===== config.mk =====
export PLATFORM = sky130hd
export DESIGN_NAME = rsr_core
export DESIGN_NICKNAME = d
export VERILOG_FILES = /design/src/hdl/rsr_pkg.sv /design/src/hdl/rsr_core.sv
export SDC_FILE = /design/constraint.sdc
export NUM_CORES = 1
export LEC_CHECK = 0
export BUFFER_PORTS_ARGS = -buffer_cell sky130_fd_sc_hd__buf_2
export CORE_MARGIN = 2
export CORE_UTILIZATION = 39
export CTS_CLUSTER_SIZE = 30
export DETAILED_ROUTE_END_ITERATION = 10
export PLACE_DENSITY_LB_ADDON = 0.12
export SETUP_SLACK_MARGIN = 0.05
export SYNTH_ARGS = -nofsm -noshare
export SYNTH_HDL_FRONTEND = slang
export SYNTH_SLANG_ARGS = --single-unit

===== constraint.sdc =====
create_clock -name pclk -period 5.69 [get_ports pclk]
set_input_delay 0.2845 -clock pclk [delete_from_list [all_inputs] [get_ports pclk]]
set_output_delay 0.2845 -clock pclk [all_outputs]
set_load 0.01 [all_outputs]

===== src/hdl/rsr_pkg.sv =====
// Constants, types and decode helpers for the return-stack instruction group.
//
// Functional notes
// (RULE_01) Discard opcode drops stack top in Q3.
// (RULE_02) Push opcode stores counter plus two in Q2.
// (RULE_03) Relative call pushes return address in Q2.
// (RULE_04) Relative call adds twice signed field in Q4.
// (RULE_05) Software reset opcode resets all state in Q2.
// (RULE_06) Interrupt return pops into program counter in Q4.
// (RULE_07) Interrupt return sets high or low enable.
// (RULE_08) Shadow bit set restores working, status, bank.
// (RULE_09) Shadow bit clear leaves registers and latches alone.
// (RULE_10) Literal return loads literal and pops in Q4.
// (RULE_11) Literal return takes two cycles, flags untouched.
// (RULE_12) Plain return pops, optional shadow restore, two cycles.
// (RULE_13) Decode in Q1; second cycles change nothing.
package rsr_pkg;

  // ****************************************************************
  // Opcode encodings
  // ****************************************************************
  localparam logic [15:0] OPC_DISCARD     = 16'h0006;
  localparam logic [15:0] OPC_PUSH        = 16'h0005;
  localparam logic [15:0] OPC_SOFT_RESET  = 16'h00FF;
  localparam logic [4:0]  OPC_RELCALL_HI  = 5'h1B;    // Bits 15:11 of the relative call.
  localparam logic [14:0] OPC_IRQRET_HI   = 15'h0008; // Bits 15:1 of the interrupt return.
  localparam logic [14:0] OPC_RETURN_HI   = 15'h0009; // Bits 15:1 of the plain return.
  localparam logic [7:0]  OPC_LITRET_HI   = 8'h0C;    // Bits 15:8 of the literal return.
  localparam int          SHADOW_BIT      = 0;
  localparam int          RELCALL_N_W     = 11;

  // ****************************************************************
  // Register map (byte addresses) and field positions
  // ****************************************************************
  localparam logic [7:0]  OFS_INSTR       = 8'h00;
  localparam logic [7:0]  OFS_STATUS      = 8'h04;
  localparam logic [7:0]  OFS_PC          = 8'h08;
  localparam logic [7:0]  OFS_TOP         = 8'h0C;
  localparam logic [7:0]  OFS_CTX         = 8'h10;
  localparam logic [7:0]  OFS_SHADOW      = 8'h14;
  localparam logic [7:0]  OFS_IRQEN       = 8'h18;
  localparam logic [7:0]  OFS_PCLAT       = 8'h1C;
  localparam int          STAT_BUSY_BIT   = 0;
  localparam int          STAT_CYC2_BIT   = 1;
  localparam int          STAT_SP_LSB     = 8;
  localparam int          IRQEN_HIGH_BIT  = 0;
  localparam int          IRQEN_LOW_BIT   = 1;
  localparam int          IRQEN_SEL_BIT   = 2;
  localparam int          PCLAT_UPPER_LSB = 8;

  // ****************************************************************
  // Reset values
  // ****************************************************************
  localparam logic [7:0]  RST_BYTE        = 8'h00;
  localparam logic        RST_BIT         = 1'b0;

  // ****************************************************************
  // Types
  // ****************************************************************
  typedef enum logic [2:0] {
    OP_NONE, OP_DISCARD, OP_PUSH, OP_RELCALL, OP_RESET, OP_IRQRET, OP_RETURN, OP_LITRET
  } rsr_op_e;

  typedef enum logic [2:0] {PH_IDLE, PH_Q1, PH_Q2, PH_Q3, PH_Q4} rsr_phase_e;

  // Working, status and bank-select registers travel together.
  typedef struct packed {
    logic [7:0] bank;
    logic [7:0] status;
    logic [7:0] working;
  } rsr_ctx_s;

  localparam rsr_ctx_s RST_CTX = '{bank: RST_BYTE, status: RST_BYTE, working: RST_BYTE};

  // Maps an instruction word to the operation that this block executes.
  function automatic rsr_op_e rsr_decode(input logic [15:0] word);
    rsr_op_e op;
    op = OP_NONE;
    if (word == OPC_DISCARD) op = OP_DISCARD;
    else if (word == OPC_PUSH) op = OP_PUSH;
    else if (word == OPC_SOFT_RESET) op = OP_RESET;
    else if (word[15:11] == OPC_RELCALL_HI) op = OP_RELCALL;
    else if (word[15:1] == OPC_IRQRET_HI) op = OP_IRQRET;
    else if (word[15:1] == OPC_RETURN_HI) op = OP_RETURN;
    else if (word[15:8] == OPC_LITRET_HI) op = OP_LITRET;
    return op;
  endfunction

  // Tells whether an operation occupies two instruction cycles.
  function automatic logic rsr_two_cycle(input rsr_op_e op);
    return (op == OP_RELCALL) || (op == OP_IRQRET) || (op == OP_RETURN) || (op == OP_LITRET);
  endfunction

endpackage


===== src/hdl/rsr_core.sv =====
// Executes the return-stack, call, return and software-reset instructions behind an APB slave.
`timescale 1ns/1ps
`default_nettype none

module rsr_core #(
  parameter int PC_W        = 21,
  parameter int STACK_DEPTH = 31,
  parameter int SP_W        = 5
) (
  // Clock and reset.
  input  wire logic               pclk,
  input  wire logic               presetn,
  // APB slave.
  input  wire logic               psel,
  input  wire logic               penable,
  input  wire logic               pwrite,
  input  wire logic [7:0]         paddr,
  input  wire logic [31:0]        pwdata,
  output logic      [31:0]        prdata,
  output logic                    pready,
  output logic                    pslverr,
  // Core state seen by the rest of the chip.
  output logic      [PC_W-1:0]    program_counter,
  output logic      [7:0]         working_reg,
  output logic                    high_prio_global_irq_enable,
  output logic                    low_prio_global_irq_enable,
  output logic                    busy,
  output logic                    soft_reset_pulse
);

  // ****************************************************************
  // State
  // ****************************************************************
  localparam int CALL_OFS_W = rsr_pkg::RELCALL_N_W;

  rsr_pkg::rsr_phase_e   phase_r;
  logic                  cyc2_r;
  rsr_pkg::rsr_op_e      op_r;
  logic [15:0]           instr_r;
  logic [7:0]            lit_r;
  logic [CALL_OFS_W-1:0] ofs_r;
  logic [PC_W-1:0]       pc_r;
  logic [SP_W-1:0]       sp_r;
  logic [PC_W-1:0]       stack_mem [STACK_DEPTH];
  rsr_pkg::rsr_ctx_s     ctx_r;
  rsr_pkg::rsr_ctx_s     shadow_r;
  logic                  ienh_r;
  logic                  ienl_r;
  logic                  low_sel_r;
  logic [7:0]            pc_high_latch_r;
  logic [7:0]            pc_upper_latch_r;
  logic                  soft_rst_r;
  logic                  pready_r;
  logic                  pslverr_r;
  logic [31:0]           prdata_r;

  // ****************************************************************
  // Sequencing terms
  // ****************************************************************

  // Work happens only in the first cycle; the second cycle is idle time.
  wire                   first_cyc   = !cyc2_r;                                   // RULE_13
  wire                   at_q1       = (phase_r == rsr_pkg::PH_Q1) && first_cyc;
  wire                   at_q2       = (phase_r == rsr_pkg::PH_Q2) && first_cyc;
  wire                   at_q3       = (phase_r == rsr_pkg::PH_Q3) && first_cyc;
  wire                   at_q4       = (phase_r == rsr_pkg::PH_Q4) && first_cyc;
  wire                   sw_rst      = at_q2 && (op_r == rsr_pkg::OP_RESET);      // RULE_05
  wire                   do_push     = at_q2 && ((op_r == rsr_pkg::OP_PUSH) ||
                                                 (op_r == rsr_pkg::OP_RELCALL));  // RULE_02 RULE_03
  wire                   do_discard  = at_q3 && (op_r == rsr_pkg::OP_DISCARD);    // RULE_01
  wire                   is_return   = (op_r == rsr_pkg::OP_IRQRET) || (op_r == rsr_pkg::OP_RETURN) ||
                                       (op_r == rsr_pkg::OP_LITRET);
  wire                   do_ret_pop  = at_q4 && is_return;                        // RULE_06 RULE_10 RULE_12
  wire                   do_pop      = do_discard || do_ret_pop;
  wire                   shadow_sel  = instr_r[rsr_pkg::SHADOW_BIT];
  wire                   do_restore  = at_q4 && shadow_sel &&
                                       ((op_r == rsr_pkg::OP_IRQRET) ||
                                        (op_r == rsr_pkg::OP_RETURN));            // RULE_08 RULE_09 RULE_12
  wire                   stack_empty = (sp_r == '0);
  wire                   stack_full  = (sp_r == SP_W'(STACK_DEPTH));
  wire [SP_W-1:0]        top_idx     = sp_r - SP_W'(1);
  wire [PC_W-1:0]        top_value   = stack_empty ? '0 : stack_mem[top_idx];
  wire [PC_W-1:0]        jump_step   = {{(PC_W-CALL_OFS_W-1){ofs_r[CALL_OFS_W-1]}}, ofs_r, 1'b0};
  wire                   idle        = (phase_r == rsr_pkg::PH_IDLE);

  // ****************************************************************
  // APB decode
  // ****************************************************************

  // A transfer is complete on the edge where the registered ready is high.
  wire                   apb_done    = psel && penable && pready_r;
  wire                   hit_instr   = (paddr == rsr_pkg::OFS_INSTR);
  wire                   hit_status  = (paddr == rsr_pkg::OFS_STATUS);
  wire                   hit_pc      = (paddr == rsr_pkg::OFS_PC);
  wire                   hit_top     = (paddr == rsr_pkg::OFS_TOP);
  wire                   hit_ctx     = (paddr == rsr_pkg::OFS_CTX);
  wire                   hit_shadow  = (paddr == rsr_pkg::OFS_SHADOW);
  wire                   hit_irqen   = (paddr == rsr_pkg::OFS_IRQEN);
  wire                   hit_pclat   = (paddr == rsr_pkg::OFS_PCLAT);
  wire                   hit_any     = hit_instr || hit_status || hit_pc || hit_top || hit_ctx ||
                                       hit_shadow || hit_irqen || hit_pclat;
  // State registers may only be written while no instruction is in flight.
  wire                   wr_ok       = pwrite && idle && hit_any && !hit_status &&
                                       !(hit_top && stack_empty);
  wire                   wr_fire     = apb_done && wr_ok;
  wire                   bad_access  = !hit_any || (pwrite && !wr_ok);
  wire                   start       = wr_fire && hit_instr;

  // Read data selection.
  wire [31:0]            status_word = {16'h0000, {(8-SP_W){1'b0}}, sp_r, 6'h00, cyc2_r, !idle};
  wire [31:0]            irqen_word  = {29'h0, low_sel_r, ienl_r, ienh_r};
  wire [31:0]            rd_data     = hit_instr  ? {16'h0000, instr_r} :
                                       hit_status ? status_word :
                                       hit_pc     ? 32'(pc_r) :
                                       hit_top    ? 32'(top_value) :
                                       hit_ctx    ? {8'h00, ctx_r} :
                                       hit_shadow ? {8'h00, shadow_r} :
                                       hit_irqen  ? irqen_word :
                                       hit_pclat  ? {16'h0000, pc_upper_latch_r, pc_high_latch_r} :
                                       32'h0000_0000;

  // ****************************************************************
  // APB slave: one wait state, error on unmapped or refused access
  // ****************************************************************

  // Ready rises at the end of the first access cycle and drops after completion.
  always_ff @(posedge pclk or negedge presetn) begin
    if (!presetn) begin
      pready_r  <= 1'b0;
      pslverr_r <= 1'b0;
      prdata_r  <= 32'h0000_0000;
    end else begin
      pready_r  <= psel && penable && !pready_r;
      pslverr_r <= psel && penable && !pready_r && bad_access;
      prdata_r  <= (psel && penable && !pready_r && !pwrite) ? rd_data : 32'h0000_0000;
    end
  end

  // ****************************************************************
  // Phase sequencer
  // ****************************************************************

  // Walks Q1 to Q4, repeating once for two-cycle instructions.
  always_ff @(posedge pclk or negedge presetn) begin
    if (!presetn) begin
      phase_r <= rsr_pkg::PH_IDLE;
      cyc2_r  <= 1'b0;
    end else begin
      unique case (phase_r)
        rsr_pkg::PH_IDLE: begin
          if (start) begin
            phase_r <= rsr_pkg::PH_Q1;
          end
        end
        rsr_pkg::PH_Q1: phase_r <= rsr_pkg::PH_Q2;
        rsr_pkg::PH_Q2: phase_r <= rsr_pkg::PH_Q3;
        rsr_pkg::PH_Q3: phase_r <= rsr_pkg::PH_Q4;
        rsr_pkg::PH_Q4: begin
          if (first_cyc && rsr_pkg::rsr_two_cycle(op_r)) begin // RULE_04 RULE_06 RULE_11 RULE_12
            phase_r <= rsr_pkg::PH_Q1;
            cyc2_r  <= 1'b1;
          end else begin
            phase_r <= rsr_pkg::PH_IDLE;
            cyc2_r  <= 1'b0;
          end
        end
      endcase
    end
  end

  // Instruction latch, decode in Q1 and operand capture in Q2.
  always_ff @(posedge pclk or negedge presetn) begin
    if (!presetn) begin
      instr_r <= 16'h0000;
      op_r    <= rsr_pkg::OP_NONE;
      lit_r   <= rsr_pkg::RST_BYTE;
      ofs_r   <= '0;
    end else begin
      if (start) begin
        instr_r <= pwdata[15:0];
        op_r    <= rsr_pkg::OP_NONE;
      end
      if (at_q1) begin
        op_r <= rsr_pkg::rsr_decode(instr_r); // RULE_13
      end
      if (at_q2) begin
        lit_r <= instr_r[7:0];                // RULE_10
        ofs_r <= instr_r[CALL_OFS_W-1:0];     // RULE_03
      end
    end
  end

  // ****************************************************************
  // Program counter
  // ****************************************************************

  // Advances at fetch, then jumps or returns in Q4 of the first cycle.
  always_ff @(posedge pclk or negedge presetn) begin
    if (!presetn) begin
      pc_r <= '0;
    end else if (sw_rst) begin
      pc_r <= '0;                            // RULE_05
    end else if (at_q1) begin
      pc_r <= pc_r + PC_W'(2);               // RULE_02
    end else if (at_q4 && (op_r == rsr_pkg::OP_RELCALL)) begin
      pc_r <= pc_r + jump_step;              // RULE_04
    end else if (do_ret_pop) begin
      pc_r <= top_value;                     // RULE_06 RULE_10 RULE_12
    end else if (wr_fire && hit_pc) begin
      pc_r <= pwdata[PC_W-1:0];
    end
  end

  // ****************************************************************
  // Return stack
  // ****************************************************************

  // Pointer counts live entries; a push when full overwrites the top.
  always_ff @(posedge pclk or negedge presetn) begin
    if (!presetn) begin
      sp_r <= '0;
    end else if (sw_rst) begin
      sp_r <= '0;                            // RULE_05
    end else if (do_push && !stack_full) begin
      sp_r <= sp_r + SP_W'(1);               // RULE_02 RULE_03
    end else if (do_pop && !stack_empty) begin
      sp_r <= top_idx;                       // RULE_01 RULE_06
    end
  end

  // Entry storage; the program counter here already holds the return address.
  always_ff @(posedge pclk) begin
    if (do_push) begin
      stack_mem[stack_full ? top_idx : sp_r] <= pc_r; // RULE_02 RULE_03
    end else if (wr_fire && hit_top) begin
      stack_mem[top_idx] <= pwdata[PC_W-1:0];
    end
  end

  // ****************************************************************
  // Working, status, bank and shadows
  // ****************************************************************

  // Restores from shadow or loads the literal in Q4.
  always_ff @(posedge pclk or negedge presetn) begin
    if (!presetn) begin
      ctx_r <= rsr_pkg::RST_CTX;
    end else if (sw_rst) begin
      ctx_r <= rsr_pkg::RST_CTX;             // RULE_05
    end else if (do_restore) begin
      ctx_r <= shadow_r;                     // RULE_08 RULE_12
    end else if (at_q4 && (op_r == rsr_pkg::OP_LITRET)) begin
      ctx_r.working <= lit_r;                // RULE_10 RULE_11
    end else if (wr_fire && hit_ctx) begin
      ctx_r <= pwdata[23:0];
    end
  end

  // Shadow copies are loaded only by software here.
  always_ff @(posedge pclk or negedge presetn) begin
    if (!presetn) begin
      shadow_r <= rsr_pkg::RST_CTX;
    end else if (sw_rst) begin
      shadow_r <= rsr_pkg::RST_CTX;          // RULE_05
    end else if (wr_fire && hit_shadow) begin
      shadow_r <= pwdata[23:0];
    end
  end

  // Address latches are never touched by the returns.
  always_ff @(posedge pclk or negedge presetn) begin
    if (!presetn) begin
      pc_high_latch_r  <= rsr_pkg::RST_BYTE;
      pc_upper_latch_r <= rsr_pkg::RST_BYTE;
    end else if (sw_rst) begin
      pc_high_latch_r  <= rsr_pkg::RST_BYTE; // RULE_05
      pc_upper_latch_r <= rsr_pkg::RST_BYTE;
    end else if (wr_fire && hit_pclat) begin
      pc_high_latch_r  <= pwdata[7:0];
      pc_upper_latch_r <= pwdata[rsr_pkg::PCLAT_UPPER_LSB +: 8];
    end
  end

  // ****************************************************************
  // Interrupt enables
  // ****************************************************************

  // The interrupt return sets the enable that the select bit names.
  always_ff @(posedge pclk or negedge presetn) begin
    if (!presetn) begin
      ienh_r    <= rsr_pkg::RST_BIT;
      ienl_r    <= rsr_pkg::RST_BIT;
      low_sel_r <= rsr_pkg::RST_BIT;
    end else if (sw_rst) begin
      ienh_r    <= rsr_pkg::RST_BIT;         // RULE_05
      ienl_r    <= rsr_pkg::RST_BIT;
      low_sel_r <= rsr_pkg::RST_BIT;
    end else if (at_q4 && (op_r == rsr_pkg::OP_IRQRET)) begin
      ienh_r <= ienh_r | !low_sel_r;         // RULE_07
      ienl_r <= ienl_r | low_sel_r;          // RULE_07
    end else if (wr_fire && hit_irqen) begin
      ienh_r    <= pwdata[rsr_pkg::IRQEN_HIGH_BIT];
      ienl_r    <= pwdata[rsr_pkg::IRQEN_LOW_BIT];
      low_sel_r <= pwdata[rsr_pkg::IRQEN_SEL_BIT];
    end
  end

  // Flags the software reset to the rest of the chip for one clock.
  always_ff @(posedge pclk or negedge presetn) begin
    if (!presetn) begin
      soft_rst_r <= 1'b0;
    end else begin
      soft_rst_r <= sw_rst;                  // RULE_05
    end
  end

  // ****************************************************************
  // Outputs
  // ****************************************************************

  // Every output is a flip-flop.
  assign prdata                      = prdata_r;
  assign pready                      = pready_r;
  assign pslverr                     = pslverr_r;
  assign program_counter             = pc_r;
  assign working_reg                 = ctx_r.working;
  assign high_prio_global_irq_enable = ienh_r;
  assign low_prio_global_irq_enable  = ienl_r;
  assign soft_reset_pulse            = soft_rst_r;

  // Busy mirrors the registered phase.
  logic busy_r;
  always_ff @(posedge pclk or negedge presetn) begin
    if (!presetn) begin
      busy_r <= 1'b0;
    end else begin
      busy_r <= !((phase_r == rsr_pkg::PH_IDLE) && !start) &&
                !((phase_r == rsr_pkg::PH_Q4) && !(first_cyc && rsr_pkg::rsr_two_cycle(op_r)));
    end
  end
  assign busy = busy_r;

endmodule // rsr_core

`default_nettype wire


==> flow_summary.yaml <==
synth:
  ys_seq_area_share_pct: 66.96
  synth-seq-cells: 806
  yosysWarnings: 0
  synth_area_leaders: "edfxtp_1 (56%), dfrtp_1 (11%), mux4_2 (11%)"
  synth_cell_types: 87
  syn_area_um2: 34990
  yosys.area.top_type: "edfxtp_1"
  synth_top_cell_area_share_pct: 55.87
  synth_top_flop_cell: "edfxtp_1"
  async_flop_share_pct: 19.23
  synth-edff-count: 651
  synthCells: 2219
  avgSynthCellArea_um2: 15.77
  synth_commonest_cells: "edfxtp_1 (651), nand2_1 (205), mux4_2 (171), dfrtp_1 (155), nor2_1 (121)"
  synth_most_common_cell: "edfxtp_1"
final_layout:
  layout.nets: 2421
  drive_gt1_share_pct: 25.04
  regMostFlops: "stack_mem"
  stdcell_count: 3591
  fin_util_pct: 45.23
  n_fill_cell: 7844
  area_growth_pct: 14.59
  largest_reg_flops: 651
placement:
  hpwl_um: 61910
  port_buffers: 95
  gp_congestion: 0.8842
  placedCellCount: 3400
  dp_slack_ns: 1.131
grt:
  grt_pass1_wl_um: 143700
  antenna_found_initial: 1
  grt_pass1_vias: 20940
  grt.overflow.total: 0
  grt_max_degree: 96
  grt_use_total_pct: 21.38
floorplan:
  core_um2: 88650
  die_y_um: 303.5
  die_area_um2: 92130
  ios: 112
  rows: 109
  start_util_pct: 39.47
  fp.dieW_um: 303.5
timing:
  skew_ns: 0.06786
  max_freq_mhz: 218.6
  hold_viol_final: 0
  fin_crit_ns: 4.574
  tns_ns: 0
  fin_crit_sh_pct: 80.38
  slew-limit-headroom_pct: 18.53
  fin_ws_ns: 1.116
  finalSetupViolCount: 0
  tightest_slew_ns: 1.222
  grt_setup_unrepaired: "false"
  drv_slew: 0
detailed_routing:
  num_vias: 20720
  first_iter_violations: 1957
  dr.pass1.iters: 5
  via_per_inst: 5.771
  finalWirelength_um: 97290
  ant_nets: 0
  drc_errors: 0
  wl_per_cell_um: 27.09
clocking:
  cts_hold_buffers: 25
  cts_made_buffers: 89
  clk_pin_slew_ns: 0.06
  cts_tree: "done"
  post_cts_resized: 0
  post-cts-setup-buffer-count: 0
  clk_latency_ns: 0.67
  htree_levels: 3
  cts_root_buffer: "clkbuf_16"
  cts_sinks: 806
  max-clock-path-buffers: 3
flow_run:
  maxCapViolations: 0
setup_path:
  worstSetupStartpointType: "flop"
  r2r_cells: 10
  endpoint: "stack_mem[19][9]"
  crit_type: "flop to flop"
  ff2ff_setup_slack_ns: 1.12
  crit-reg2reg-launch: "sp_r[0]"
  critical_path.startpoint: "sp_r[0]"
  worstPathMaxFanout: 19
  cp-end-kind: "flop"
  arrival_ns: 4.91
  critPathRequiredTime_ns: 6.03
  timing.rr.end: "stack_mem[19][9]"
outcome:
  outcome: "finished clean"
min_path:
  holdPathStages: 3
  hold_path_class: "input pin to flop"
pwr:
  powerDensity_nw_per_um2: 508.9
  power_leakage_uw: 0.01404
  ir_worst_vdd_mv: 0.3919
final cells by class:
class / count / area, µm² / share of cell area [%]
Antenna cell: 2 / 5.005 / 0.01248
Clock buffer: 117 / 2445 / 6.097
Clock inverter: 47 / 450.4 / 1.123
Inverter: 14 / 52.55 / 0.1311
Multi-Input combinational cell: 1250 / 10950 / 27.30
Sequential cell: 806 / 23430 / 58.44
Tap cell: 1165 / 1458 / 3.635
Timing Repair Buffer: 190 / 1308 / 3.261
worst min path at each step:
stage | start | endpoint
2_1_floorplan | presetn | busy
3_3_place_gp | presetn | prdata[1]
3_5_place_dp | presetn | prdata[1]
4_1_cts | pwdata[0] | pc_high_latch_r[0]
5_1_grt | pwdata[0] | pc_high_latch_r[0]
6_report | pwdata[0] | pc_high_latch_r[0]
layout by cell type (no fill, tap or decap), drive strengths merged, types with 44 or more instances in the layout:
cell / instances
dfrtp: 155
mux2i: 44
mux4: 171
clkbuf: 117
edfxtp: 651
a21oi: 96
nand3: 53
mux2: 78
nand2: 205
nor2: 123
buf: 165
o21ai: 78
power breakdown:
group / leakage (µW) / internal, µW / switching, µW
combinational: 0.00464 / 2740 / 4540
clock: 0.00140 / 3310 / 2370
sequential: 0.00800 / 7060 / 400
cell families after synthesis:
group                    after synthesis  share of synthesized area (%)
AO/OA/AOI/OAI                        400                          7.610
XOR/XNOR                              28                         0.7009
adder cells (fa/ha/maj)               26                         0.9440
buffers and inverters                170                          2.385
flip-flops                           806                          66.96
multiplexers                         293                          14.78
other                                  1                        0.01072
AND/OR/NAND/NOR                      495                          6.619
worst max-delay path, cell delays in order, from the launching register on:
cell and delay [ns]:
dfrtp_4 0.66, inv_1 0.29, ha_4 0.16, or4b_1 0.57, and3_1 0.27, a311oi_1 0.58
a31oi_1 0.14, o22a_1 0.35, nand2b_4 0.22, nor2_2 0.60, buf_4 0.39
through the flow:
stage | hold slack (ns) | cell area (µm²) | total power (µW)
after floorplan | -0.01109 | 35020 | 12110
after global placement | 0.4259 | 36950 | 14820
after detailed placement | 0.4287 | 36950 | 14900
after CTS | 0.007390 | 40090 | 20580
after global routing | 0.02513 | 40090 | 21300
final | 0.03649 | 40100 | 20400
layer usage:
layer / share of wire [%] / vias up / track usage [%]
li1: - / 9063 / -
met5: 0 / - / 0
met2: 49 / 689 / 35.47
met4: 2.2 / 0 / 5.626
met1: 44 / 10830 / 29.95
met3: 5.5 / 139 / 2.634
(Power assumes the default switching activity.)
